### config.mk
export PLATFORM = sky130hd
export DESIGN_NAME = mdt_timer
export DESIGN_NICKNAME = d
export VERILOG_FILES = /design/src/design/mdt_pkg.sv /design/src/design/mdt_tick_gen.sv /design/src/design/mdt_timer.sv
export VERILOG_INCLUDE_DIRS = /design/src /design/src/design
export SDC_FILE = /design/constraint.sdc
export NUM_CORES = 1
export LEC_CHECK = 0
export BUFFER_PORTS_ARGS = -buffer_cell sky130_fd_sc_hd__clkbuf_2
export CORE_MARGIN = 5
export CORE_UTILIZATION = 54
export DETAILED_ROUTE_END_ITERATION = 10
export PLACE_DENSITY = 0.76
export SYNTH_ARGS = -nofsm -noshare
export SYNTH_HDL_FRONTEND = slang
export SYNTH_SLANG_ARGS = --single-unit
### constraint.sdc
create_clock -name pclk -period 3.5 [get_ports pclk]
set_clock_uncertainty 0.05 [all_clocks]
set_input_delay 0.7 -clock pclk [delete_from_list [all_inputs] [get_ports pclk]]
set_output_delay 0.7 -clock pclk [all_outputs]
set_load 0.02 [all_outputs]
### src/design/mdt_defines.svh
`ifndef MDT_DEFINES_SVH
`define MDT_DEFINES_SVH

// Register indices as printed; byte address is four times the index.
`define MDT_IDX_RELOAD      8'ha0
`define MDT_IDX_EVENT       8'ha2
`define MDT_IDX_CONTROL     8'ha3
`define MDT_IDX_LIVE        8'ha4
`define MDT_ADDR_RELOAD     12'h280
`define MDT_ADDR_EVENT      12'h288
`define MDT_ADDR_CONTROL    12'h28c
`define MDT_ADDR_LIVE       12'h290

// Field positions.
`define MDT_EV_UFLOW        0
`define MDT_CTL_ENABLE      0
`define MDT_CTL_RESET       1
`define MDT_CTL_STOP_UF     2
`define MDT_CTL_STATUS      7

// Reset values.
`define MDT_RELOAD_RST      16'hffff
`define MDT_LIVE_RST        16'h0000

// Timing: tick period and settle delay, with cycle counts at 40 MHz.
`define MDT_CLK_HZ          40000000
`define MDT_TICK_US         1000
`define MDT_TICK_CYC        ((`MDT_CLK_HZ / 1000000) * `MDT_TICK_US)
`define MDT_SETTLE_US       200
`define MDT_SETTLE_CYC      ((`MDT_CLK_HZ / 1000000) * `MDT_SETTLE_US)

`endif

### src/design/mdt_pkg.sv
package mdt_pkg;
    typedef logic [15:0] mdt_count_t;
    typedef enum logic [1:0] {
        MDT_IDLE,
        MDT_RUN,
        MDT_HALTING,
        MDT_RESETTING
    } mdt_state_e;
endpackage

### src/design/mdt_tick_gen.sv
`timescale 1ns/1ps
`default_nettype none
// Divides the bus clock down to a one-cycle pulse every TICK cycles.
// The prescaler restarts when run is low, so the first tick after a start
// arrives a full period later.
module mdt_tick_gen #(
    parameter int TICK = 40000
) (
    input  wire logic pclk,
    input  wire logic presetn,
    input  wire logic ce,
    input  wire logic run,
    output logic      tick
);
    logic [31:0] cnt;
    wire         at_end = (cnt == 32'(TICK - 1));

    // Free count while running, one pulse at the wrap.
    always_ff @(posedge pclk or negedge presetn) begin
        if (!presetn) begin
            cnt  <= 32'h0;
            tick <= 1'b0;
        end else if (ce) begin
            tick <= run && at_end;
            if (!run || at_end) begin
                cnt <= 32'h0;
            end else begin
                cnt <= cnt + 32'h1;
            end
        end
    end
endmodule
`default_nettype wire

### src/design/mdt_timer.sv
// Summary of operation
// - Reload is 16 bits of 1 ms steps, reset FFFFh; zero is illegal.
// - Enabled timer loads reload value if counter is zero, and counts down once per tick.
// - Underflow sets the underflow flag, bit 0 of event source.
// - Irq indication follows the flag; software write clears the flag.
// - With stop-on-underflow, underflow halts timer and clears enable.
// - With stop-on-underflow, flag is delayed until timer fully halted.
// - Status bit 7 reads 1 while counting or halting, else 0.
// - Control bit 1 stops timer and reloads counter from reload value.
// - Counter-reset bit self-clears only after reset fully propagates.
// - Bit 0 starts and stops timer; stop keeps the count.
// - Read-only live count returns the counter, reset value zero.
// - Writing 1 clears a write-clear bit; writing 0 leaves it.
`timescale 1ns/1ps
`default_nettype none
`include "mdt_defines.svh"

// How the block hangs together.
//
// The register side is a plain APB slave with no wait states.  The
// answer flops capture pready, prdata and pslverr from the setup cycle, so
// every transfer completes in its first access cycle.  Writes take effect at
// the edge that ends that access cycle, which is why every register update
// below is qualified by pready as well as by the access decode.
//
// The counting side is a small sequencer with four states.  IDLE waits for
// the enable bit, RUN counts ticks, HALTING waits out the slow stop that the
// stop-on-underflow mode asks for, and RESETTING waits out the slow counter
// reset.  Both waits use the same settle counter, since the two can never be
// in progress at once.
//
// The tick comes from a separate prescaler that restarts whenever the
// sequencer leaves RUN.  A restart therefore always costs one full tick
// before the first decrement.  This trades a little accuracy on a restart
// for a counter that never decrements early after a pause.
//
// Underflow is taken as the tick that finds the counter at one, so the
// counter reads from the reload value down to one while the timer runs and
// never sits at zero in free-running mode.  In stop mode the counter is
// parked at zero, which also marks it for a reload on the next start.
//
// The underflow flag is sticky and write-one-to-clear.  A set and a clear in
// the same cycle resolve in favour of the set, so an event is never lost to
// a clear that software aimed at an older event.  The irq indication is a
// registered copy of the flag and carries the same value at all times.
//
// A reload write whose merged value would be zero is dropped without an
// error response.  Software that needs to know can read the value back.
//
// Limitations that a user must know:
//   - the live count output is one cycle behind the internal counter;
//   - the live count register is only coherent while the timer is stopped;
//   - the reload register must not be written while the reset bit reads one;
//   - the clock enable freezes the bus answer as well as the timer, so a
//     master must not start a transfer while the enable is held low.

module mdt_timer #(
    parameter int TICK_CYC   = `MDT_TICK_CYC,
    parameter int SETTLE_CYC = `MDT_SETTLE_CYC
) (
    input  wire logic        pclk,
    input  wire logic        presetn,
    input  wire logic        ce,
    input  wire logic        psel,
    input  wire logic        penable,
    input  wire logic        pwrite,
    input  wire logic [11:0] paddr,
    input  wire logic [31:0] pwdata,
    input  wire logic [3:0]  pstrb,
    output logic             pready,
    output logic [31:0]      prdata,
    output logic             pslverr,
    output var mdt_pkg::mdt_count_t timer_live_count,
    output logic             timer_irq_indication
);
    import mdt_pkg::*;

    mdt_state_e  state;
    mdt_count_t  timer_reload_value;
    mdt_count_t  counter;
    logic        underflow_flag;
    logic        enable;
    logic        stop_on_underflow;
    logic        reset_bit;
    logic        status;
    logic [31:0] settle;
    logic        tick;

    // Access phase decode; the slave answers in the first access cycle.
    wire acc      = psel && penable;
    wire wr       = acc && pwrite;
    wire hit_rel  = (paddr == `MDT_ADDR_RELOAD);
    wire hit_ev   = (paddr == `MDT_ADDR_EVENT);
    wire hit_ctl  = (paddr == `MDT_ADDR_CONTROL);
    wire hit_live = (paddr == `MDT_ADDR_LIVE);
    wire mapped   = hit_rel || hit_ev || hit_ctl || hit_live;
    wire wr_rel   = wr && hit_rel;
    wire wr_ev    = wr && hit_ev && pstrb[0];
    wire wr_ctl   = wr && hit_ctl && pstrb[0];
    wire ev_clear = wr_ev && pwdata[`MDT_EV_UFLOW];

    // Reload write merges byte lanes; a zero result is refused so the
    // counter can never be parked at an illegal value.
    wire [7:0]  rel_hi    = pstrb[1] ? pwdata[15:8]
                                     : timer_reload_value[15:8];
    wire [7:0]  rel_lo    = pstrb[0] ? pwdata[7:0]
                                     : timer_reload_value[7:0];
    wire [15:0] rel_merge = {rel_hi, rel_lo};
    wire rel_ok = wr_rel && (pstrb[1:0] != 2'b00)
                  && (rel_merge != 16'h0000);

    wire ctl_reset = wr_ctl && pwdata[`MDT_CTL_RESET];
    wire counting  = (state == MDT_RUN);
    wire at_zero   = (counter == 16'h0001);
    wire uflow     = counting && tick && at_zero;
    wire settled   = (settle == 32'h0);

    // Read mux; reserved bits read as zero.
    wire [7:0] ctl_rd = {status, 4'h0, stop_on_underflow, reset_bit, enable};
    wire [31:0] rd_mux = hit_rel  ? {16'h0, timer_reload_value} :
                         hit_ev   ? {31'h0, underflow_flag} :
                         hit_ctl  ? {24'h0, ctl_rd} :
                         hit_live ? {16'h0, counter} : 32'h0;

    mdt_tick_gen #(
        .TICK (TICK_CYC)
    ) u_tick (
        .pclk    (pclk),
        .presetn (presetn),
        .ce      (ce),
        .run     (counting),
        .tick    (tick)
    );

    // Bus answer registers.  Unmapped addresses give pslverr.
    always_ff @(posedge pclk or negedge presetn) begin
        if (!presetn) begin
            pready  <= 1'b0;
            prdata  <= 32'h0;
            pslverr <= 1'b0;
        end else if (ce) begin
            pready  <= psel && !penable;
            prdata  <= rd_mux;
            pslverr <= psel && !penable && !mapped;
        end
    end

    // Reload register; software holds off while reset_bit is high.
    always_ff @(posedge pclk or negedge presetn) begin
        if (!presetn) begin
            timer_reload_value <= `MDT_RELOAD_RST;
        end else if (ce && rel_ok && pready) begin
            timer_reload_value <= rel_merge;
        end
    end

    // Control bits.  Enable drops itself on underflow in stop mode.
    always_ff @(posedge pclk or negedge presetn) begin
        if (!presetn) begin
            enable            <= 1'b0;
            stop_on_underflow <= 1'b0;
        end else if (ce) begin
            if (uflow && stop_on_underflow) begin
                enable <= 1'b0;
            end else if (wr_ctl && pready) begin
                enable <= pwdata[`MDT_CTL_ENABLE];
            end
            if (wr_ctl && pready) begin
                stop_on_underflow <= pwdata[`MDT_CTL_STOP_UF];
            end
        end
    end

    // Main sequencer.  Halting and resetting both wait a settle interval,
    // which models the slow propagation software must poll for.
    always_ff @(posedge pclk or negedge presetn) begin
        if (!presetn) begin
            state     <= MDT_IDLE;
            counter   <= `MDT_LIVE_RST;
            reset_bit <= 1'b0;
            status    <= 1'b0;
            settle    <= 32'h0;
        end else if (ce) begin
            if (ctl_reset && pready) begin
                state     <= MDT_RESETTING;
                reset_bit <= 1'b1;
                status    <= 1'b0;
                counter   <= timer_reload_value;
                settle    <= 32'(SETTLE_CYC - 1);
            end else begin
                case (state)
                    MDT_IDLE: begin
                        status <= 1'b0;
                        if (enable) begin
                            state  <= MDT_RUN;
                            status <= 1'b1;
                            if (counter == 16'h0000) begin
                                counter <= timer_reload_value;
                            end
                        end
                    end
                    MDT_RUN: begin
                        if (uflow && stop_on_underflow) begin
                            state   <= MDT_HALTING;
                            counter <= 16'h0000;
                            settle  <= 32'(SETTLE_CYC - 1);
                        end else if (uflow) begin
                            counter <= timer_reload_value;
                        end else if (!enable) begin
                            state  <= MDT_IDLE;
                            status <= 1'b0;
                        end else if (tick) begin
                            counter <= counter - 16'h0001;
                        end
                    end
                    MDT_HALTING: begin
                        if (settled) begin
                            state  <= MDT_IDLE;
                            status <= 1'b0;
                        end else begin
                            settle <= settle - 32'h1;
                        end
                    end
                    MDT_RESETTING: begin
                        if (settled) begin
                            state     <= MDT_IDLE;
                            reset_bit <= 1'b0;
                        end else begin
                            settle <= settle - 32'h1;
                        end
                    end
                    default: state <= MDT_IDLE;
                endcase
            end
        end
    end

    // The flag rises only once the halt has settled in stop mode, so
    // software seeing the flag also sees status low.
    wire flag_set = (uflow && !stop_on_underflow)
                    || (state == MDT_HALTING && settled);

    // Sticky flag; a set in the same cycle as a clear wins.
    always_ff @(posedge pclk or negedge presetn) begin
        if (!presetn) begin
            underflow_flag       <= 1'b0;
            timer_irq_indication <= 1'b0;
            timer_live_count     <= `MDT_LIVE_RST;
        end else if (ce) begin
            if (flag_set) begin
                underflow_flag       <= 1'b1;
                timer_irq_indication <= 1'b1;
            end else if (ev_clear && pready) begin
                underflow_flag       <= 1'b0;
                timer_irq_indication <= 1'b0;
            end
            timer_live_count <= counter;
        end
    end
endmodule
`default_nettype wire

==> Yosys cells after proc, flatten, opt, wreduce, memory -nomap -nowiden <==
Cells that the tools add are included.
{ "word_totals": {"in_bits": 54, "elab_cells": 133, "out_inout_bits": 51, "reg_bits": 154} }
{ "classes": {"reduce_logical": 54, "muxes": 39, "addsub": 3, "eq_ne": 22} }
{ "op_table": {"columns": ["cell", "count"], "rows": [
  ["two-way mux 16 bit", 11],
  ["two-way mux 32 bit", 4],
  ["one-hot mux 32 bit (2 select lines)", 1],
  ["== test 12 x 10 -> 1 bit (second input constant)", 4],
  ["adder 32 x 1 -> 32 bit (second input constant)", 1],
  ["== test 32 x 16 -> 1 bit (second input constant)", 1],
  ["logical NOT 32 bit", 1],
  ["one-hot mux 16 bit (2 select lines)", 1],
  ["subtractor 32 x 1 -> 32 bit (second input constant)", 1],
  ["logical AND 1 bit", 24],
  ["== test 16 x 1 -> 1 bit (second input constant)", 1],
  ["logical NOT 16 bit", 1],
  ["two-way mux 8 bit", 2],
  ["nonzero test 16 bit", 1],
  ["subtractor 16 x 1 -> 16 bit (second input constant)", 1],
  ["two-way mux 1 bit", 12],
  ["two-way mux 2 bit", 6],
  ["!= test 3 x 2 -> 1 bit (second input constant)", 4],
  ["AND reduction 6 bit", 2],
  ["nonzero test 2 bit", 5],
  ["!= test 3 bit (second input constant)", 3],
  ["!= test 4 x 2 -> 1 bit (second input constant)", 2],
  ["!= test 3 x 1 -> 1 bit (second input constant)", 2],
  ["one-hot mux 2 bit (3 select lines)", 1],
  ["15 further kinds", 26]
]} }

==> Longest topological paths before layout <==
{ "logic_depth": {"word_depth": 8, "ltp_mapped": 9, "ltp_nobuf": 8} }

==> Hierarchy <==
Synthesis repeated with hierarchy kept, for this count alone.
{ "hier_totals": {"hier_cells": 829, "hier_area_um2": 8070.2} }
{ "by_module_without_submodules": {"columns": ["mod", "cells_each", "area_each_um2", "seq_area_each_um2", "n_inst"], "rows": [
  ["mdt_timer", 634, 6169.7, 2647.5, 1],
  ["mdt_tick_gen", 195, 1900.6, 825.8, 1]
]} }

==> Worst setup path after synthesis <==
Ideal clock, no wire load.
{ "synth_timing": {"path_kind": "input to register", "start": "input port paddr[8]", "end": "register timer_reload_value[0]", "required_time_ps": 3365, "setup_slack_ps": 381, "arrival_ps": 2984, "path_stages": 8, "n_path_buf": 2, "setup_ps": 85, "path_cell_list": "or4b_4 > or4_1 > or2_0 > clkbuf_1 > nor4_1 > and2_1 > buf_4 > mux2_1"} }
{ "synth_via": {"elab_chain_len": 6} }
{ "synth_rtl": {"columns": ["element", "line", "source"], "rows": [
  ["start: declaration", "mdt_timer.sv:67", "input wire logic [11:0] paddr,"],
  ["== test 12 x 10 -> 1 bit (no line)", null, null],
  ["logical AND 1 bit", "mdt_timer.sv:97", "wire wr_rel = wr && hit_rel;"],
  ["logical AND 1 bit", "mdt_timer.sv:109", "wire rel_ok = wr_rel && (pstrb[1:0] != 2'b00)"],
  ["logical AND 1 bit", "mdt_timer.sv:110", "&& (rel_merge != 16'h0000);"],
  ["logical AND 1 bit (2 in a row)", "mdt_timer.sv:152", "end else if (ce && rel_ok && pready) begin"],
  ["end signal: assignment", "mdt_timer.sv:151", "timer_reload_value <= `MDT_RELOAD_RST;"],
  ["end signal: assignment", "mdt_timer.sv:153", "timer_reload_value <= rel_merge;"],
  ["end: declaration", "mdt_timer.sv:79", "mdt_count_t timer_reload_value;"]
]} }
Every way passes these cells.
A chain may end at the register's enable or synchronous reset.

==> Worst setup path in the final report <==
{ "layout_timing": {"start": "register counter[12]", "end": "register settle[30]"} }
{ "layout_via": {"elab_chain_len": 5} }
{ "layout_rtl": {"columns": ["element", "line", "source"], "rows": [
  ["start: declaration", "mdt_timer.sv:80", "mdt_count_t counter;"],
  ["start signal: assignment", "mdt_timer.sv:179", "counter <= `MDT_LIVE_RST;"],
  ["start signal: assignment", "mdt_timer.sv:188", "counter <= timer_reload_value;"],
  ["start signal: assignment", "mdt_timer.sv:198", "counter <= timer_reload_value;"],
  ["== test 16 x 1 -> 1 bit", "mdt_timer.sv:114", "wire at_zero = (counter == 16'h0001);"],
  ["logical AND 1 bit", "mdt_timer.sv:115", "wire uflow = counting && tick && at_zero;"],
  ["logical AND 1 bit", "mdt_timer.sv:203", "if (uflow && stop_on_underflow) begin"],
  ["!= test 3 x 1 -> 1 bit (no line)", null, null],
  ["AND reduction 4 bit (no line)", null, null],
  ["end signal: assignment", "mdt_timer.sv:206", "settle <= 32'(SETTLE_CYC - 1);"],
  ["end signal: assignment", "mdt_timer.sv:221", "settle <= settle - 32'h1;"],
  ["end signal: assignment", "mdt_timer.sv:229", "settle <= settle - 32'h1;"],
  ["end: declaration", "mdt_timer.sv:86", "logic [31:0] settle;"]
]} }
Every way passes these cells.

==> implementation parameters <==
Parameter                              Value

Critical path
  Max stage delay cell, worst path    or4_1
  Data required time of the critical path    around 3.8 ns
  Kind of start point of the critical path    register
  Arrival time worst endpoint    approximately 3.4 ns
  Worst Setup End Kind    register
  Worst stage delay on the critical path    approximately 0.62 ns
  Worst-path cell chain    or4_4, nor3_4, and4_1, o21ai_1, or4_1, a21oi_1
  Number of buffers and inverters on the critical path    0
  Top cell family by delay on the critical path    simple AND/OR/NAND/NOR gates
  Start-to-end type of the worst setup path    reg2reg
  Maximum fanout along the worst path    14

Power and ir drop
  Design Power    roughly 5.4 mW
  Largest vdd supply drop    just under 0.5 mV
  Total net switching power    about 2.0 mW
  Sw Share    a little over a third
  Sequential share of power    36.4%
  Part of the total power dissipated in the clock network    roughly a third
  Internal power contribution    approximately 3.4 mW
  Static leakage    3.80 nW
  Combinational Power Share    between 30% and 40%
  Total power per unit cell area    between 600 and 700 nW/µm²

Clock tree
  Clk sinks    roughly 140
  Clock Tree Buf Depth    2
  Cell chosen for the clock root    clkbuf_16
  CTS tree    built
  Number of buffers added for setup after CTS    0
  Skew-Pair Late Insertion Delay    between 0.4 and 0.5 ns
  H-tree levels    4
  Clk slew on worst S/H paths    ~0.06 ns
  Count of instances resized after the clock tree is built    0
  Post-CTS Hold Fix Bufs    0
  Total CTS buffers    17

Layout
  Final non-filler cell total    about 1100
  Diode insertion count for antenna repair    0
  Post-route core utilization    around 64%
  Layout filler cell count    around 1100
  Total non-filler cell area in the finished layout    8800 µm²
  Area of the multi-input gates    about 3800 µm²
  Most frequent cells in the layout    dfrtp_1 (122), nor2_1 (91), clkbuf_2 (69)
  Fraction of final layout cells with drive strength greater than 1    about a fifth
  Area overhead of the layout relative to synthesis    15.8%
  Sequential cell area    between 3000 and 4000 µm²
  Most common cell after layout, fill and taps aside    dfrtp_1
  Fin nets    924

Placed design
  Setup Slack @ Placement    approximately 0.11 ns
  RePlAce Congestion    around 0.91
  Cell count after placement    around 1000
  Dpl hpwl    13800 µm
  Placed cell area    approximately 8000 µm²
  Number of input and output port buffers inserted    70

Logic synthesis
  Number of synthesized flops with an enable pin    0
  Count of unique library cells instantiated by Yosys    73
  Most used DFF post-synth    dfrtp_1
  Synthesized flop and latch total    roughly 140
  Number of warnings issued by yosys    0
  Top cells by area, synth    dfrtp_1 (40%), dfstp_2 (5.5%), nor2_1 (4.5%)
  Async set-reset flop share out of synthesis    100%
  Post-synthesis instance area    ~7600 µm²
  Top cell type's share of synthesized area    40.2%
  Share of synthesized area occupied by flip-flops and latches    between 40% and 50%
  Average cell area after synthesis    9.74 µm²
  Cell taking the most area after synthesis    dfrtp_1
  Cells after Synth    781

Routing
  Vias/cell    approximately 6.5
  1st-iter DRT viols    between 600 and 700
  1st-pass router iterations    5
  Average wire per standard cell    about 19 µm
  DRC errors left    0
  Final antenna-violating net count    0
  Detailed-route wire length    roughly 20000 µm
  Total via count in the routed design    between 6000 and 7000

Timing
  Fraction of the cycle the final worst path needs    between 80% and 90%
  Number of max-slew violations in the final report    0
  Hold Slack    0.293 ns
  Setup violations, final    0
  Achievable frequency    roughly 320 MHz
  Setup repair after global routing missed its margin    no
  Hold violation total from the final report    0
  Slew @ Worst Pin    about 1 ns
  Max-slew headroom at the worst pin    ~33%
  Final worst setup slack    0.374 ns
  Clock period minus worst slack    3.13 ns
  Setup TNS Final    0 ns

GRT
  Global-route wire length before repair    32900 µm
  Maximum number of pins on one net before global-route repair    87
  Aggregate global-route resource usage    ~25%
  Via count of the first global-routing pass    ~6700
  Antenna violations before repair    0
  Remaining global-route overflow    0

Floorplan
  Initial Utilization    55.0%
  Overall die area    approximately 17000 µm²
  Y dimension of the die    ~130 µm
  Core Area    about 14000 µm²
  Overall die width    around 130 µm
  # IOs    between 100 and 150
  Number of placement rows    43

Run status
  Result of the run    finished, final reports clean

Job
  Number of maximum-capacitance constraint violations    0

Worst hold path
  Class of the worst hold path    in2async
## cell usage after synthesis, types with 11 or more instances
master / number
nand3_1: 36
or3_1: 11
o21ai_0: 19
nor4_1: 19
nor3_1: 27
mux2_1: 16
nand4_1: 15
o2bb2ai_1: 18
o31ai_1: 16
mux2_2: 20
a221oi_1: 13
clkbuf_1: 28
ha_1: 11
xor2_1: 14
or4_1: 17
nand2_1: 44
o211ai_1: 16
and3_1: 11
a21oi_1: 32
inv_1: 19
xnor2_1: 12
dfstp_2: 16
dfrtp_1: 122
nor2_1: 91
buf_4: 19
## per-layer routing
layer,wire (µm),up-vias,part of all wire [%],track usage [%]
li1,-,3066,-,-
met1,7860,3350,40,31.5
met2,9890,323,50,40.4
met3,1460,63,7.3,6.14
met4,661,0,3.3,9.76
met5,0,-,0,0
## worst paths after layout
check	from	to	slack, ns	cells past startpoint
max	counter[12]	settle[30]	0.37	6
min reg2reg	prdata[12]	prdata[12]	0.46	2
min	presetn	u_tick.cnt[27]	0.29	1
max in group asynchronous	presetn	timer_reload_value[0]	2.26	2
min in group pclk	penable	pready	0.43	2
max reg2reg	counter[12]	settle[30]	0.37	6
## power by group through the flow
stage / sequential (mW) / clock [mW] / combinational (mW)
6_report: 1.97 / 1.78 / 1.67
2_1_floorplan: 2.04 / 0 / 1.05
3_5_place_dp: 1.99 / 0 / 1.63
3_3_place_gp: 1.98 / 0 / 1.59
5_1_grt: 1.99 / 1.87 / 1.83
4_1_cts: 1.97 / 1.80 / 1.65
## kinds of logic after synthesis
kind of cell / Yosys count / share of synthesized area (%)
muxes: 42 / 6.12
and+or+nand+nor: 317 / 22.2
xor gates and xnor gates: 26 / 2.99
DFF: 138 / 45.7
other: 1 / 0.0493
buffers and inverters: 76 / 4.80
adders and majority gates: 11 / 1.81
AOI/OAI and AO/OA: 170 / 16.3
## state kept, by name, summed over array words and instances, names as in the netlist, 2 cells and up
signal,cells
settle,32
u_tick.cnt,32
counter,16
prdata,16
timer_live_count,16
timer_reload_value,16
state,2
## layout make-up
cell class                      count  share of cell area, %
Clock buffer                       19                   5.03
Clock inverter                     13                   1.62
Inverter                           19                  0.810
Multi-Input combinational cell    582                   43.4
Sequential cell                   138                   39.5
Tap cell                          180                   2.56
Timing Repair Buffer              101                   7.12
Note: power is estimated with default switching activity, not from simulation.
